===== src/common/hrs_pkg.sv =====
// Shared constants for the hardware return stack
package hrs_pkg;

  // ------------------------------------------------------------
  // Stack geometry
  // ------------------------------------------------------------
  localparam int STACK_DEPTH = 16;        // Entries in the stack
  localparam int PC_WIDTH = 15;           // Program counter width
  localparam int INDEX_WIDTH = 5;         // Pointer width, one spare bit
  localparam int ADDR_WIDTH = 4;          // Entry address width

  // ------------------------------------------------------------
  // Pointer values
  // ------------------------------------------------------------
  localparam logic [4:0] INDEX_RESET = 5'h1F;   // Empty stack after reset
  localparam logic [4:0] INDEX_LAST = 5'h0F;    // Last valid entry
  localparam logic [4:0] INDEX_EMPTY = 5'h1F;   // Pop from here underflows

  // ------------------------------------------------------------
  // Register byte offsets on the APB
  // ------------------------------------------------------------
  localparam logic [7:0] OFS_TOP_LOW = 8'h00;   // Top entry bits 7:0
  localparam logic [7:0] OFS_TOP_HIGH = 8'h04;  // Top entry bits 14:8
  localparam logic [7:0] OFS_INDEX = 8'h08;     // Stack pointer
  localparam logic [7:0] OFS_CTRL = 8'h0C;      // Configuration
  localparam logic [7:0] OFS_STATUS = 8'h10;    // Sticky flags, read only
  localparam logic [7:0] OFS_CLEAR = 8'h14;     // Write one to clear
  localparam logic [7:0] OFS_ENABLE = 8'h18;    // Interrupt enables

  // ------------------------------------------------------------
  // Field positions
  // ------------------------------------------------------------
  localparam int LOW_BITS = 8;            // Width of low top-entry field
  localparam int HIGH_BITS = 7;           // Width of high top-entry field
  localparam int BIT_OVF = 0;             // Overflow flag position
  localparam int BIT_UNF = 1;             // Underflow flag position
  localparam int BIT_ERR_RST_EN = 0;      // Error reset enable position
  localparam int FLAG_BITS = 2;           // Flags in status layout

  // ------------------------------------------------------------
  // Reset values
  // ------------------------------------------------------------
  localparam logic [1:0] FLAGS_RESET = 2'h0;    // No flag set
  localparam logic [1:0] ENABLE_RESET = 2'h0;   // Interrupts masked
  localparam logic CTRL_RESET = 1'b0;           // Circular mode

endpackage


===== src/rtl/hrs_return_stack.sv =====
// Hardware return stack with APB access, flags and interrupt
//
// Notes on behaviour
// - Sixteen entries, each fifteen bits wide
// - Storage reachable only through the stack pointer
// - Call, call-through-W, interrupt entry push the PC
// - Return, return-literal, return-interrupt pop the stack
// - Push and pop never touch PC upper latch
// - Error reset off: stack wraps like circular buffer
// - Overflow and underflow flags always set
// - Pointer selects entry shown in top registers
// - Top entry split high/low, both read-write
// - Five-bit pointer exposes overflow and underflow
// - Push increments pointer, pop decrements it
// - Pointer addresses the entry currently in use
// - Push: bump then write; pop: read then drop
`timescale 1ns/100ps
module hrs_return_stack (
  input wire logic CORE_CLK,
  input wire logic RST_N,
  input wire logic PSEL,
  input wire logic PENABLE,
  input wire logic PWRITE,
  input wire logic [7:0] PADDR,
  input wire logic [31:0] PWDATA,
  output logic [31:0] PRDATA,
  output logic PREADY,
  output logic PSLVERR,
  input wire logic PUSH_REQ,
  input wire logic [14:0] PUSH_PC,
  input wire logic POP_REQ,
  output logic [14:0] RET_PC,
  output logic RET_VALID,
  output logic IRQ,
  output logic STACK_ERR_RESET
);

  // ------------------------------------------------------------
  // State
  // ------------------------------------------------------------
  logic [4:0] stack_index_reg;            // Pointer to entry in use
  logic [4:0] stack_index_next;           // Next pointer value
  logic [1:0] flags_reg;                  // Overflow and underflow flags
  logic [1:0] flags_next;                 // Next flag value
  logic [1:0] enable_reg;                 // Interrupt enables
  logic err_rst_en_reg;                   // Stack error reset enable
  logic [14:0] ret_pc_reg;                // Popped program counter
  logic ret_valid_reg;                    // Pop result strobe
  logic [1:0] event_reg;                  // Error events of last edge
  logic err_reset_reg;                    // Device reset request
  logic [31:0] prdata_reg;                // Registered read data
  logic [31:0] prdata_next;               // Read mux

  // ------------------------------------------------------------
  // Sequencer side decode
  // ------------------------------------------------------------
  logic do_push;                          // Push this cycle
  logic do_pop;                           // Pop this cycle
  logic [4:0] index_inc;                  // Pointer plus one
  logic [4:0] index_dec;                  // Pointer minus one
  logic ovf_event;                        // Push ran past the last entry
  logic unf_event;                        // Pop from an empty stack
  logic [14:0] stack_top;                 // Entry at the pointer

  // Push wins a collision; the sequencer never asks for both at once
  assign do_push = PUSH_REQ;
  assign do_pop = POP_REQ && !PUSH_REQ;
  assign index_inc = stack_index_reg + 5'h01;
  assign index_dec = stack_index_reg - 5'h01;
  // Spare pointer bit makes both error cases visible
  assign ovf_event = do_push && (stack_index_reg == hrs_pkg::INDEX_LAST);
  assign unf_event = do_pop && (stack_index_reg == hrs_pkg::INDEX_EMPTY);

  // ------------------------------------------------------------
  // APB decode
  // ------------------------------------------------------------
  logic apb_setup;                        // Setup phase
  logic apb_wr;                           // Write completes this edge
  logic sel_low;                          // Top entry low selected
  logic sel_high;                         // Top entry high selected
  logic sel_index;                        // Pointer selected
  logic sel_ctrl;                         // Config selected
  logic sel_status;                       // Status selected
  logic sel_clear;                        // Clear selected
  logic sel_enable;                       // Enable selected
  logic sel_any;                          // Mapped address
  logic seq_busy;                         // Sequencer moves the stack

  assign apb_setup = PSEL && !PENABLE;
  assign apb_wr = PSEL && PENABLE && PWRITE;
  assign sel_low = (PADDR == hrs_pkg::OFS_TOP_LOW);
  assign sel_high = (PADDR == hrs_pkg::OFS_TOP_HIGH);
  assign sel_index = (PADDR == hrs_pkg::OFS_INDEX);
  assign sel_ctrl = (PADDR == hrs_pkg::OFS_CTRL);
  assign sel_status = (PADDR == hrs_pkg::OFS_STATUS);
  assign sel_clear = (PADDR == hrs_pkg::OFS_CLEAR);
  assign sel_enable = (PADDR == hrs_pkg::OFS_ENABLE);
  assign sel_any = sel_low | sel_high | sel_index | sel_ctrl | sel_status
                 | sel_clear | sel_enable;
  assign seq_busy = do_push || do_pop;

  // Zero wait states: the stack top is always current
  assign PREADY = 1'b1;
  assign PSLVERR = PSEL && PENABLE && !sel_any;
  assign PRDATA = prdata_reg;

  // ------------------------------------------------------------
  // Storage write port
  // ------------------------------------------------------------
  logic mem_we;                           // Array write enable
  logic [3:0] mem_waddr;                  // Array write address
  logic [14:0] mem_wdata;                 // Array write data
  logic sw_top_wr;                        // Software writes top entry
  logic [14:0] sw_top_data;               // Merged top entry from software

  // Software writes a byte of the entry the pointer selects
  assign sw_top_wr = apb_wr && (sel_low || sel_high) && !seq_busy;
  assign sw_top_data = sel_low
    ? {stack_top[14:8], PWDATA[7:0]}
    : {PWDATA[6:0], stack_top[7:0]};
  // Push writes the slot after the bump; low bits wrap the array
  assign mem_we = do_push || sw_top_wr;
  assign mem_waddr = do_push ? index_inc[3:0] : stack_index_reg[3:0];
  assign mem_wdata = do_push ? PUSH_PC : sw_top_data;

  // ------------------------------------------------------------
  // Pointer next value
  // ------------------------------------------------------------
  // Software pointer writes yield to a sequencer move in the same cycle
  always_comb begin
    stack_index_next = stack_index_reg;
    if (do_push) begin
      stack_index_next = index_inc;
    end else if (do_pop) begin
      stack_index_next = index_dec;
    end else if (apb_wr && sel_index) begin
      stack_index_next = PWDATA[4:0];
    end
  end

  // ------------------------------------------------------------
  // Storage, separate from all program and data addresses
  // ------------------------------------------------------------
  // Read address follows the next pointer so the read word matches it
  hrs_stack_mem #(
    .DEPTH(hrs_pkg::STACK_DEPTH),
    .WIDTH(hrs_pkg::PC_WIDTH),
    .AW(hrs_pkg::ADDR_WIDTH)
  ) u_mem (
    .clk(CORE_CLK),
    .rst_n(RST_N),
    .wr_en(mem_we),
    .wr_addr(mem_waddr),
    .wr_data(mem_wdata),
    .rd_addr(stack_index_next[3:0]),
    .rd_data(stack_top)
  );

  // Pointer register
  always_ff @(posedge CORE_CLK or negedge RST_N) begin
    if (!RST_N) begin
      stack_index_reg <= hrs_pkg::INDEX_RESET;
    end else begin
      stack_index_reg <= stack_index_next;
    end
  end

  // ------------------------------------------------------------
  // Pop result
  // ------------------------------------------------------------
  // Entry is taken before the pointer drops; no latch state is kept here
  always_ff @(posedge CORE_CLK or negedge RST_N) begin
    if (!RST_N) begin
      ret_pc_reg <= '0;
      ret_valid_reg <= 1'b0;
    end else begin
      ret_valid_reg <= do_pop;
      if (do_pop) begin
        ret_pc_reg <= stack_top;
      end
    end
  end

  assign RET_PC = ret_pc_reg;
  assign RET_VALID = ret_valid_reg;

  // ------------------------------------------------------------
  // Flags: set beats clear in the same cycle
  // ------------------------------------------------------------
  logic [1:0] flag_set;                   // Error events as flags
  logic [1:0] flag_clr;                   // Software clear mask

  assign flag_set = {unf_event, ovf_event};
  assign flag_clr = (apb_wr && sel_clear) ? PWDATA[1:0] : 2'h0;
  assign flags_next = (flags_reg & ~flag_clr) | flag_set;

  // Flag and config registers
  always_ff @(posedge CORE_CLK or negedge RST_N) begin
    if (!RST_N) begin
      flags_reg <= hrs_pkg::FLAGS_RESET;
      enable_reg <= hrs_pkg::ENABLE_RESET;
      err_rst_en_reg <= hrs_pkg::CTRL_RESET;
    end else begin
      flags_reg <= flags_next;
      if (apb_wr && sel_enable) begin
        enable_reg <= PWDATA[1:0];
      end
      if (apb_wr && sel_ctrl) begin
        err_rst_en_reg <= PWDATA[hrs_pkg::BIT_ERR_RST_EN];
      end
    end
  end

  // Level interrupt from enabled sticky flags
  assign IRQ = |(flags_reg & enable_reg);

  // ------------------------------------------------------------
  // Stack error reset
  // ------------------------------------------------------------
  // Request trails the flag by one cycle so the flag is seen first
  always_ff @(posedge CORE_CLK or negedge RST_N) begin
    if (!RST_N) begin
      event_reg <= 2'h0;
      err_reset_reg <= 1'b0;
    end else begin
      event_reg <= flag_set;
      err_reset_reg <= (|event_reg) && err_rst_en_reg;
    end
  end

  assign STACK_ERR_RESET = err_reset_reg;

  // ------------------------------------------------------------
  // Register read mux, latched in the setup phase
  // ------------------------------------------------------------
  always_comb begin
    prdata_next = 32'h0000_0000;
    if (sel_low) begin
      prdata_next[7:0] = stack_top[7:0];
    end else if (sel_high) begin
      prdata_next[6:0] = stack_top[14:8];
    end else if (sel_index) begin
      prdata_next[4:0] = stack_index_reg;
    end else if (sel_ctrl) begin
      prdata_next[hrs_pkg::BIT_ERR_RST_EN] = err_rst_en_reg;
    end else if (sel_status) begin
      prdata_next[1:0] = flags_reg;
    end else if (sel_enable) begin
      prdata_next[1:0] = enable_reg;
    end
  end

  // Read data register
  always_ff @(posedge CORE_CLK or negedge RST_N) begin
    if (!RST_N) begin
      prdata_reg <= 32'h0000_0000;
    end else if (apb_setup && !PWRITE) begin
      prdata_reg <= prdata_next;
    end
  end
endmodule


===== src/rtl/hrs_stack_mem.sv =====
// Storage array for the return stack entries
`timescale 1ns/100ps
module hrs_stack_mem #(
  parameter int DEPTH = 16,
  parameter int WIDTH = 15,
  parameter int AW = 4
) (
  input wire logic clk,
  input wire logic rst_n,
  input wire logic wr_en,
  input wire logic [AW-1:0] wr_addr,
  input wire logic [WIDTH-1:0] wr_data,
  input wire logic [AW-1:0] rd_addr,
  output logic [WIDTH-1:0] rd_data
);

  // ------------------------------------------------------------
  // Array and read register
  // ------------------------------------------------------------
  logic [WIDTH-1:0] mem_q [DEPTH];   // Entries, no reset needed
  logic [WIDTH-1:0] rd_reg;          // Registered read data
  logic [WIDTH-1:0] rd_next;         // Read data with write bypass

  // Bypass so the read word always matches the array after this edge
  assign rd_next = (wr_en && (wr_addr == rd_addr)) ? wr_data : mem_q[rd_addr];
  assign rd_data = rd_reg;

  // Write port
  always_ff @(posedge clk) begin
    if (wr_en) begin
      mem_q[wr_addr] <= wr_data;
    end
  end

  // Read register
  always_ff @(posedge clk or negedge rst_n) begin
    if (!rst_n) begin
      rd_reg <= '0;
    end else begin
      rd_reg <= rd_next;
    end
  end

endmodule


===== config.mk =====
export PLATFORM = sky130hd
export DESIGN_NAME = hrs_return_stack
export DESIGN_NICKNAME = d
export VERILOG_FILES = /design/src/common/hrs_pkg.sv /design/src/rtl/hrs_return_stack.sv /design/src/rtl/hrs_stack_mem.sv
export SDC_FILE = /design/constraint.sdc
export NUM_CORES = 1
export LEC_CHECK = 0
export BUFFER_PORTS_ARGS = -buffer_cell sky130_fd_sc_hd__buf_2
export CAP_MARGIN = 20
export CORE_MARGIN = 1.5
export CORE_UTILIZATION = 64
export CTS_BUF_LIST = sky130_fd_sc_hd__clkbuf_8 sky130_fd_sc_hd__clkbuf_16
export CTS_CLUSTER_SIZE = 25
export DETAILED_ROUTE_END_ITERATION = 16
export PLACE_DENSITY = 0.88
export SETUP_SLACK_MARGIN = 0.15
export SKIP_LAST_GASP = 1
export SYNTH_ARGS = -nofsm -noshare
export SYNTH_HDL_FRONTEND = slang
export SYNTH_HIERARCHICAL = 1
export SYNTH_SLANG_ARGS = --single-unit

===== constraint.sdc =====
create_clock -name CORE_CLK -period 6.6 [get_ports CORE_CLK]
set_input_delay 0.99 -clock CORE_CLK [delete_from_list [all_inputs] [get_ports CORE_CLK]]
set_output_delay 0.99 -clock CORE_CLK [all_outputs]
set_load 0.005 [all_outputs]

Word level (Yosys, flattened, before mapping)
Memories as Yosys holds them, arrays and structs flattened. A register that Yosys moved wholly into a read port is not among the register bits.
Index checks and enable logic that the tools add are counted.
{"block": "word_totals", "regBits": 37, "ramBits": 240, "inputBits": 62, "out_inout_bits": 52, "word_cells": 78, "mem_count": 1}
{"name": "u_mem.mem_q", "words": 16, "width": 15, "read_ports": 1, "rd_clocked_by_memory_dff": 1, "write_ports": 1, "line_no": "hrs_stack_mem.sv:20", "text": "logic [WIDTH-1:0] mem_q [DEPTH];"}
{"block": "op_classes", "n_addsub": 2, "eq_ne": 8, "mux": 19, "bitwise_logic": 10, "reduce_logical": 28}
{"operator": "$mux 15", "n": 2}
{"operator": "$eq 8x5->1 const B", "n": 3}
{"operator": "$mux 5", "n": 4}
{"operator": "$eq 8x4->1 const B", "n": 2}
{"operator": "$logic_and 1x1->1", "n": 15}
{"operator": "$mux 2", "n": 5}
{"operator": "$eq 8x3->1 const B", "n": 1}
{"operator": "$logic_not 8->1", "n": 1}
{"operator": "$mux 7", "n": 1}
{"operator": "$logic_not 1->1", "n": 6}
{"operator": "$or 1x1->1", "n": 6}
{"operator": "$add 5x1->5 const B", "n": 1}
{"operator": "$eq 5x4->1 const B", "n": 1}
{"operator": "$eq 5x5->1 const B", "n": 1}
{"operator": "$mux 1", "n": 5}
{"operator": "$sub 5x1->5 const B", "n": 1}
{"operator": "$and 2x2->2", "n": 2}
{"operator": "$mux 4", "n": 1}
{"operator": "$reduce_or 2->1", "n": 2}
{"operator": "$logic_or 1x1->1", "n": 3}
{"operator": "$mux 3", "n": 1}
{"operator": "$reduce_bool 3->1", "n": 1}
{"operator": "$not 2->2", "n": 1}
{"operator": "$or 2x2->2", "n": 1}

Longest topological paths before layout
Gate-level depths: netlist of the first run.
{"block": "depth", "word_depth": 9, "mapped_depth": 14, "mapped_depth_nobuf": 9}

Modules after synthesis
Netlist of the first run, hierarchy kept.
{"mod": "hrs_stack_mem", "instances": 1, "cells_per_inst": 427, "area_each_um2": 9943.3, "seq_area_each_um2": 7582.3}
{"mod": "hrs_return_stack", "instances": 1, "cells_per_inst": 296, "area_each_um2": 2503.7, "seq_area_each_um2": 932.1}

Worst setup path before layout of the first run
OpenSTA, ideal clock, no wires.
{"block": "synth_timing", "kind": "input port to flip-flop", "from": "input PADDR[5]", "to": "memory u_mem.mem_q[0][0], enable pin", "setup_time_ns": 0.406, "arrival_ns": 3.831, "required_time_ns": 6.194, "slack_ns": 2.363, "stages": 6, "path_buffers": 0, "path_cell_list": "or4_4 > nor3_4 > nand2b_1 > o31ai_1 > or3b_2 > nor3_1"}
{"block": "synth_via", "elab_chain_cells": 7, "word_cells_on_any_way": 8, "classes_between": "eq/ne: 1; mux: 2; reduce/logical: 5"}
{"element": "start, declared", "line_no": "hrs_return_stack.sv:24", "text": "input wire logic [7:0] PADDR,"}
{"element": "$eq 8x3->1 or $logic_not 8->1 (tied branches)", "line_no": "hrs_return_stack.sv:92, hrs_return_stack.sv:91"}
{"element": "$logic_or 1x1->1 *", "line_no": "hrs_return_stack.sv:117", "text": "assign sw_top_wr = apb_wr && (sel_low || sel_high) && !seq_busy;"}
{"element": "$logic_and 1x1->1 * (2 in a row)", "line_no": "hrs_return_stack.sv:117"}
{"element": "$logic_or 1x1->1 *", "line_no": "hrs_return_stack.sv:122", "text": "assign mem_we = do_push || sw_top_wr;"}
{"element": "named net mem_we", "line_no": "hrs_return_stack.sv:110", "text": "logic mem_we;"}
{"element": "$mux 1 *", "line_no": "hrs_stack_mem.sv:30", "text": "if (wr_en) begin"}
{"element": "$mux 1 (not written as such) *", "line_no": "hrs_stack_mem.sv:31", "text": "mem_q[wr_addr] <= wr_data;"}
{"element": "end, declared", "line_no": "hrs_stack_mem.sv:20"}
Mark *: on every way through the listed nets, which the timed path passes. The rest lies on a longest branch.

Worst setup path in the final report of the first run
{"block": "layout_timing", "from": "input PUSH_REQ", "to": "register u_mem.rd_reg[3] (netlist: u_mem/rd_data[3]) (read register of u_mem.mem_q)"}
{"block": "layout_via", "elab_chain_cells": 4}
{"element": "start, declared", "line_no": "hrs_return_stack.sv:29", "text": "input wire logic PUSH_REQ,"}
{"element": "$logic_not 1->1", "line_no": "hrs_return_stack.sv:67", "text": "assign do_pop = POP_REQ && !PUSH_REQ;"}
{"element": "$logic_and 1x1->1", "line_no": "hrs_return_stack.sv:67"}
{"element": "$mux 5", "line_no": "hrs_return_stack.sv:134", "text": "end else if (do_pop) begin"}
{"element": "$mux 5 *", "line_no": "hrs_return_stack.sv:132", "text": "if (do_push) begin"}
{"element": "named net stack_index_next[2]", "line_no": "hrs_return_stack.sv:42", "text": "logic [4:0] stack_index_next;"}
{"element": "end, declared", "line_no": "hrs_stack_mem.sv:21", "text": "logic [WIDTH-1:0] rd_reg;"}
Marked as above.
A chain may end at the register's enable or synchronous reset.

==> out/qor.yml, run 1 <==
global_routing:
  gr-total-overflow: 0
  antenna_found_initial: 0
  grt_pass1_vias: 6981
  grt_pass1_wl_mm: 42.9
  grtUsageTotal_pct: 29.2
  grt_max_degree: 62
placed_design:
  pre_cts_ws_ns: 1.85
  portBuffers: 64
  dp_hpwl_mm: 16.9
  gp_congestion: 0.907
synth:
  ys.flop_type: "edfxtp_1"
  synth.area.top_cells: "edfxtp_1 58%, dfrtp_1 9.4%, mux4_2 7.6%, mux2i_1 5.6%, mux4_1 3.8%"
  synth.distinct_cells: 48
  async_flop_share_pct: 17.8
  avgSynthCellArea_um2: 17.2
  seq_area_frac_synth_pct: 68.4
  syn_inst: 723
  synth_edf_count: 240
  ys_warn_count: 6
  yosysTopAreaCell: "edfxtp_1"
  synth_top_cell_area_share_pct: 57.9
  syn_area_mm2: 0.0124
  ys_ff_latch: 292
die:
  pin_count: 114
  die_height_um: 142
  dieArea_mm2: 0.0203
  start_util_pct: 65.9
  core_mm2: 0.0189
  num_rows: 50
  dieWidth_um: 142
route:
  drt_iter0_drc: 782
  route.detailed.drc: 0
  wl_per_cell_um: 26.1
  drt_pass1_iterations: 5
  vias: 6998
  routed_wl_mm: 28.6
  vias_per_cell: 6.39
  ant_nets: 0
layout:
  nNetsFinal: 880
  diodes: 0
  areaGrowthSynthToFinish_pct: 12.0
  largest_reg_flops: 240
  drive_above_1_share_pct: 26.5
  multi_input_area_mm2: 0.00363
  seq_area_mm2: 0.00851
  largest_register: "u_mem/mem_q"
  fill_cells: 1094
power:
  switchingPower_uw: 1710
  p_leak_uw: 0.00528
  internal_power_uw: 3810
  power_frac_comb_pct: 28.8
  total_power_uw: 5520
  power_density_mw_per_mm2: 396
  seq_power_share_pct: 45.0
  netSwitchingFraction_pct: 31.0
  worst_ir_drop_vdd_mv: 0.253
  power_frac_clock_pct: 26.2
clocking:
  cts_buffer_depth: 3
  cts_sinks: 292
  cts_setup_buffers: 0
  postCtsHoldBufs: 0
  cts_resized: 0
  cts_made_buffers: 29
  clock_latency_ns: 0.55
  root_buffer: "clkbuf_16"
  path_clk_slew_ns: 0.06
  cts_tree: "yes"
  cts.htree.levels: 1
timing:
  period_minus_slack_ns: 4.25
  period_share_pct: 64.4
  worstMarginPinSlew_ns: 1.03
  setup_ws_ns: 2.35
  fin_skew_ns: 0.0191
  slew-limit-headroom_pct: 30.8
  fmax_mhz: 235
  finalHoldViolCount: 0
  setup_viol: 0
  rsz0062_at_grt: "false"
  finalSetupTns_ns: 0
  drv_slew: 0
critical_path:
  worst_path_dominant_cell_family: "buffers and inverters"
  critPathCaptureType: "flip-flop"
  cpMaxStageDelayCell: "nor4_4"
  path_cells: "buf_2 > nand2b_1 > inv_1 > a22oi_1 > o21ai_4 > buf_4 > xor2_1 > nor4_4 > mux2_2"
  cp_num_buf_inv: 3
  cp.depth: 9
  critical_path_class: "in -> reg"
  rr_worst_depth: 9
  cp-start-kind: "primary input"
  critPathArrivalTime_ns: 4.66
  crit_path_max_incr_delay_ns: 0.94
  cp_max_fo: 44
  worstPathRequired_ns: 7.01
worst_hold_path:
  hp-class: "in -> async"
run:
  cap_violations: 0
outcome:
  outcome: "finished clean"
## placed cells by master, fill, tap and decap left out, types with 12 or more instances in the layout
master	netlist	routed
edfxtp_1	240	240
clkbuf_16	0	29
mux4_2	42	42
mux2i_1	70	70
conb_1	2	25
buf_4	29	37
o21ai_0	27	26
mux4_1	18	18
mux2_2	18	18
dfrtp_1	47	47
inv_1	5	12
buf_2	9	65
nand2_1	81	81
nor2_1	19	19
## Yosys cell counts, types with 5 or more instances
| cell | number |
|---|---|
| mux4_2 | 42 |
| buf_4 | 29 |
| dfstp_2 | 5 |
| buf_2 | 9 |
| mux4_1 | 18 |
| nand2_1 | 81 |
| o31ai_1 | 6 |
| clkbuf_1 | 21 |
| edfxtp_1 | 240 |
| mux2i_1 | 70 |
| mux2_2 | 18 |
| inv_1 | 5 |
| xor2_1 | 6 |
| nor2_1 | 19 |
| o21ai_0 | 27 |
| nand3_1 | 5 |
| dfrtp_1 | 47 |
| buf_6 | 7 |
| nand2b_1 | 6 |
## power groups by stage
stage               Sequential, µW  Clock [µW]  Combinational, µW
finish                        2490        1450               1590
detailed placement            2510           0               1540
floorplan                     2440           0               1130
global placement              2490           0               1470
CTS                           2480        1460               1580
global route                  2500        1540               1690
## cells by family (layout without fill, tap and decap cells)
group / Yosys count / after routing / share of synthesized area, %
AOI/OAI and AO/OA: 54 / 54 / 2.72
and+or+nand+nor: 141 / 141 / 5.43
muxes: 149 / 149 / 18.7
other: 2 / 25 / 0.0603
xor gates and xnor gates: 10 / 10 / 0.704
DFF: 292 / 292 / 68.4
adders and majority gates: 4 / 4 / 0.402
buffers and inverters: 71 / 160 / 3.53
## routing by layer
| metal | GRT usage [%] | share of wire (%) | wire length, µm |
|---|---|---|---|
| met3 | 4.37 | 9.9 | 2830 |
| met2 | 48.1 | 49 | 13900 |
| met5 | 0 | 0 | 0 |
| met1 | 40.6 | 38 | 11000 |
| met4 | 10.3 | 3.1 | 874 |
## stage by stage
step / util (%) / instances / hold WS, ns / cell area [µm²]
final: 73.8 / 1095 / 0.335 / 13900
after global routing: 73.8 / 1095 / 0.341 / 13900
after CTS: 73.6 / 1093 / 0.477 / 13900
after detailed placement: 69.2 / 1041 / 0.458 / 13100
after global placement: 69.2 / 1041 / 0.442 / 13100
after floorplan: - / 746 / 0.428 / 12500
## final cells by class
cell class | count | area share, %
Multi-Input combinational cell | 383 | 26.0
Clock buffer | 29 | 5.21
Clock inverter | 23 | 0.736
Timing Repair Buffer | 103 | 4.47
Tap cell | 260 | 2.33
Sequential cell | 292 | 61.1
Inverter | 5 | 0.135
## path summary, 6_finish.rpt
| kind | startpoint | endpoint | slack (ns) |
|---|---|---|---|
| min in group CORE_CLK | event_reg[1] | STACK_ERR_RESET | 0.47 |
| max in group asynchronous | RST_N | stack_index_reg[2] | 5.71 |
| setup / recovery | PUSH_REQ | u_mem/rd_data[3] | 2.35 |
| setup reg to reg | stack_index_reg[0] | u_mem/rd_data[3] | 2.97 |
| hold / removal | RST_N | RET_PC[3] | 0.34 |
| hold reg to reg | event_reg[1] | STACK_ERR_RESET | 0.47 |
(Power assumes the default switching activity.)
==> inputs of run 2 (changes only) <==
--- a/config.mk
+++ b/config.mk
@@ -5,14 +5,15 @@
 export SDC_FILE = /design/constraint.sdc
 export NUM_CORES = 1
 export LEC_CHECK = 0
+export ABC_AREA = 1
 export BUFFER_PORTS_ARGS = -buffer_cell sky130_fd_sc_hd__buf_2
 export CAP_MARGIN = 20
 export CORE_MARGIN = 1.5
-export CORE_UTILIZATION = 64
+export CORE_UTILIZATION = 60
 export CTS_BUF_LIST = sky130_fd_sc_hd__clkbuf_8 sky130_fd_sc_hd__clkbuf_16
 export CTS_CLUSTER_SIZE = 25
 export DETAILED_ROUTE_END_ITERATION = 16
-export PLACE_DENSITY = 0.88
+export PLACE_DENSITY = 0.83
 export SETUP_SLACK_MARGIN = 0.15
 export SKIP_LAST_GASP = 1
 export SYNTH_ARGS = -nofsm -noshare
==> constraint.sdc (replaced) <==
create_clock -name CORE_CLK -period 4.3 [get_ports CORE_CLK]
set_input_delay 0.645 -clock CORE_CLK [delete_from_list [all_inputs] [get_ports CORE_CLK]]
set_output_delay 0.645 -clock CORE_CLK [all_outputs]
set_load 0.005 [all_outputs]
==> out/qor.yml, run 2 <==
global_routing:
  antenna_found_initial: 0  # unchanged
  grt_pass1_vias: 9629  # was 6,981
  grt_pass1_wl_mm: 49.2  # was 42.9 mm
  gr-total-overflow: 0  # unchanged
  grt_max_degree: 94  # was 62
  grtUsageTotal_pct: 26.4  # was 29.2%
clocking:
  path_clk_slew_ns: 0.06  # about the same
  cts_sinks: 292  # unchanged
  cts_resized: 0  # unchanged
  cts_buffer_depth: 3  # unchanged
  cts_made_buffers: 30  # was 29
  cts_tree: "yes"  # unchanged
  root_buffer: "clkbuf_16"  # unchanged
  clock_latency_ns: 0.57  # was 0.55 ns
  cts.htree.levels: 1  # unchanged
timing:
  period_share_pct: 69.7
  drv_slew: 0  # unchanged
  setup_viol: 0  # unchanged
  fmax_mhz: 334
  slew-limit-headroom_pct: 44.7  # was 30.8%
  period_minus_slack_ns: 3.00
  finalHoldViolCount: 0  # unchanged
  finalSetupTns_ns: 0  # unchanged
  worstMarginPinSlew_ns: 0.829  # was 1.03 ns
  rsz0062_at_grt: "false"  # unchanged
  fin_skew_ns: 0.0245  # was 0.0191 ns
critical_path:
  critical_path_class: "reg -> reg"  # was in -> reg
  cp-start-kind: "flip-flop"  # was primary input
  worstPathRequired_ns: 4.73  # was 7.01 ns
  cp_max_fo: 16  # was 44
  critPathCaptureType: "flip-flop"  # unchanged
  critPathArrivalTime_ns: 3.43  # was 4.66 ns
  r2r_slack_ns: 1.30  # was 2.97 ns
synth:
  ys_warn_count: 6  # unchanged
  synth_most_common_cell: "nand2_1"  # was edfxtp_1
  synthSimpleGateAreaFrac_pct: 22.7  # was 5.43%
  ys.flop_type: "edfxtp_1"  # unchanged
  synth_edf_count: 240  # unchanged
  synth_adder_area_share_pct: 0.366  # was 0.402%
  seq_area_frac_synth_pct: 62.2  # was 68.4%
  async_flop_share_pct: 17.8  # unchanged
  synth_common_cells: "435 x nand2_1, 240 x edfxtp_1, 230 x inv_1"  # was 240 x edfxtp_1, 81 x nand2_1, 70 x mux2i_1
  synth_top_family_by_area: "simple AND/OR/NAND/NOR gates"  # was multiplexers
  syn_inst: 1434  # was 723
  synth_top_cell_area_share_pct: 52.6  # was 57.9%
  avgSynthCellArea_um2: 9.55  # was 17.2 µm²
  yosysTopAreaCell: "edfxtp_1"  # unchanged
  muxShareOfSynthArea_pct: 0  # was 18.7%
  syn_area_mm2: 0.0137  # was 0.0124 mm²
  synth.area.top_cells: "edfxtp_1 53%, nand2_1 12%, dfrtp_1 8.6%, nand3_1 7.3%, inv_1 6.3%"  # was edfxtp_1 58%, dfrtp_1 9.4%, mux4_2 7.6%, mux2i_1 5.6%, mux4_1 3.8%
  ys_ff_latch: 292  # unchanged
  synth.distinct_cells: 35  # was 48
  synth_compound_area_share_pct: 3.27  # was 2.72%
  yosys.area_share.xor_xnor_pct: 0.0640  # was 0.704%
route:
  vias_per_cell: 5.51  # was 6.39
  drt_iter0_drc: 1065  # was 782
  routed_wl_mm: 31.2  # was 28.6 mm
  route.detailed.drc: 0  # unchanged
  drt_pass1_iterations: 6  # was 5
  wl_per_cell_um: 17.2  # was 26.1 µm
  ant_nets: 0  # unchanged
  vias: 10000  # was 6,998
placed_design:
  dp_hpwl_mm: 19.3  # was 16.9 mm
  gp_congestion: 0.944  # was 0.907
  portBuffers: 64  # unchanged
  placed_area_mm2: 0.0142  # was 0.0131 mm²
layout:
  drive_above_1_share_pct: 11.8  # was 26.5%
  final_cell_mix: "435 x nand2_1, 240 x edfxtp_1, 235 x inv_1, 200 x nand3_1, 64 x buf_2"  # was 240 x edfxtp_1, 81 x nand2_1, 70 x mux2i_1, 65 x buf_2, 47 x dfrtp_1
  largest_reg_flops: 240  # unchanged
  seq_area_mm2: 0.00851  # unchanged
  fill_cells: 1575  # was 1,094
  final_common_cell: "nand2_1"  # was edfxtp_1
  nNetsFinal: 1577  # was 880
  areaGrowthSynthToFinish_pct: 10.7  # was 12.0%
  final_cell_area_mm2: 0.0152  # was 0.0139 mm²
  diodes: 0  # unchanged
  multi_input_area_mm2: 0.00373  # was 0.00363 mm²
  largest_register: "u_mem/mem_q"  # unchanged
die:
  dieArea_mm2: 0.0237  # was 0.0203 mm²
  core_mm2: 0.0225  # was 0.0189 mm²
  start_util_pct: 60.8  # was 65.9%
  num_rows: 55  # was 50
  dieWidth_um: 154  # was 142 µm
  pin_count: 114  # unchanged
  die_height_um: 154  # was 142 µm
run:
  cap_violations: 0  # unchanged
worst_hold_path:
  hp-class: "in -> reg"  # was in -> async
outcome:
  outcome: "finished clean"  # unchanged
power:
  worst_ir_drop_vdd_mv: 0.412  # was 0.253 mV
  p_leak_uw: 0.00699  # was 0.00528 µW
  power_density_mw_per_mm2: 577  # was 396 mW/mm²
  total_power_uw: 8750  # was 5520 µW
[run 2: cell types whose count changed after synthesis, sizes merged, moves of 31 or more]
cell / change
nand3: +197
mux4: -60
buf: +31
mux2i: -70
a21oi: +33
inv: +233
nand2: +356
nor2: +44
[run 2: worst max-delay path, cell delays in order, from the launching register on]
cell and delay (ns):
dfstp_2 0.60, inv_1 0.12, ha_1 0.23, inv_1 0.05, nor2_1 0.04, o21ai_0 0.17
nand3_1 0.43, inv_2 0.18, nand2_1 0.11, a21oi_4 0.45, nand3_4 0.25, nand2_1 0.16
nand2_1 0.08
[run 2: stage by stage]
stage,utilization [%],hold slack [ns],std cells,worst slack (ns)
global route,67.4,0.413,1819,1.04
detailed placement,62.9,0.455,1759,0.887
floorplan,-,0.349,1457,1.63
CTS,67.1,0.345,1814,1.39
global placement,62.8,0.449,1757,0.957
finish,67.4,0.381,1819,1.30
[run 2: per-layer routing]
layer | wire [µm] | vias to the layer above | track usage (%) | part of all wire, %
li1 | - | 4719 | - | -
met1 | 12200 | 4624 | 35.2 | 39
met2 | 15100 | 610 | 44.1 | 48
met3 | 3140 | 76 | 4.28 | 10
met4 | 826 | 0 | 9.62 | 2.6
met5 | 0 | - | 0 | 0
[run 2: what timing repair did]
| action | in CTS | in global routing |
|---|---|---|
| hold buffers | 0 | 1 |
| buffers inserted | 0 | 0 |
| hold endpoints to repair | 0 | 8 |
[run 2: logic make-up (layout without fill, tap and decap cells)]
family,count (synthesis),count (layout)
adders and majority gates,4,4
AOI/OAI and AO/OA,81,81
xor gates and xnor gates,1,1
buffers and inverters,325,402
and+or+nand+nor,729,729
other,2,25
DFF,292,292
[run 2: worst paths after layout]
path,start,to,cells after the start
min reg2reg,event_reg[0],STACK_ERR_RESET,2
max reg2reg,stack_index_reg[0],u_mem/rd_data[13],12
min,PWDATA[1],enable_reg[1],3
max in group asynchronous,RST_N,stack_index_reg[3],3
min in group asynchronous,RST_N,flags_reg[1],2
max,stack_index_reg[0],u_mem/rd_data[13],12
[run 2: final cells by class]
cell class,instances,area share [%]
timing repair buffer,109,4.69
multi-input combinational,840,24.6
clock inverter,25,1.29
tap,285,2.35
inverter,238,5.94
clock buffer,30,4.95
sequential,292,56.2
[run 2: power breakdown]
group | switching [µW] | total [µW] | internal (µW)
registers | 145 | 3680 | 3530
logic | 1860 | 2620 | 753
clock network | 1060 | 2450 | 1390
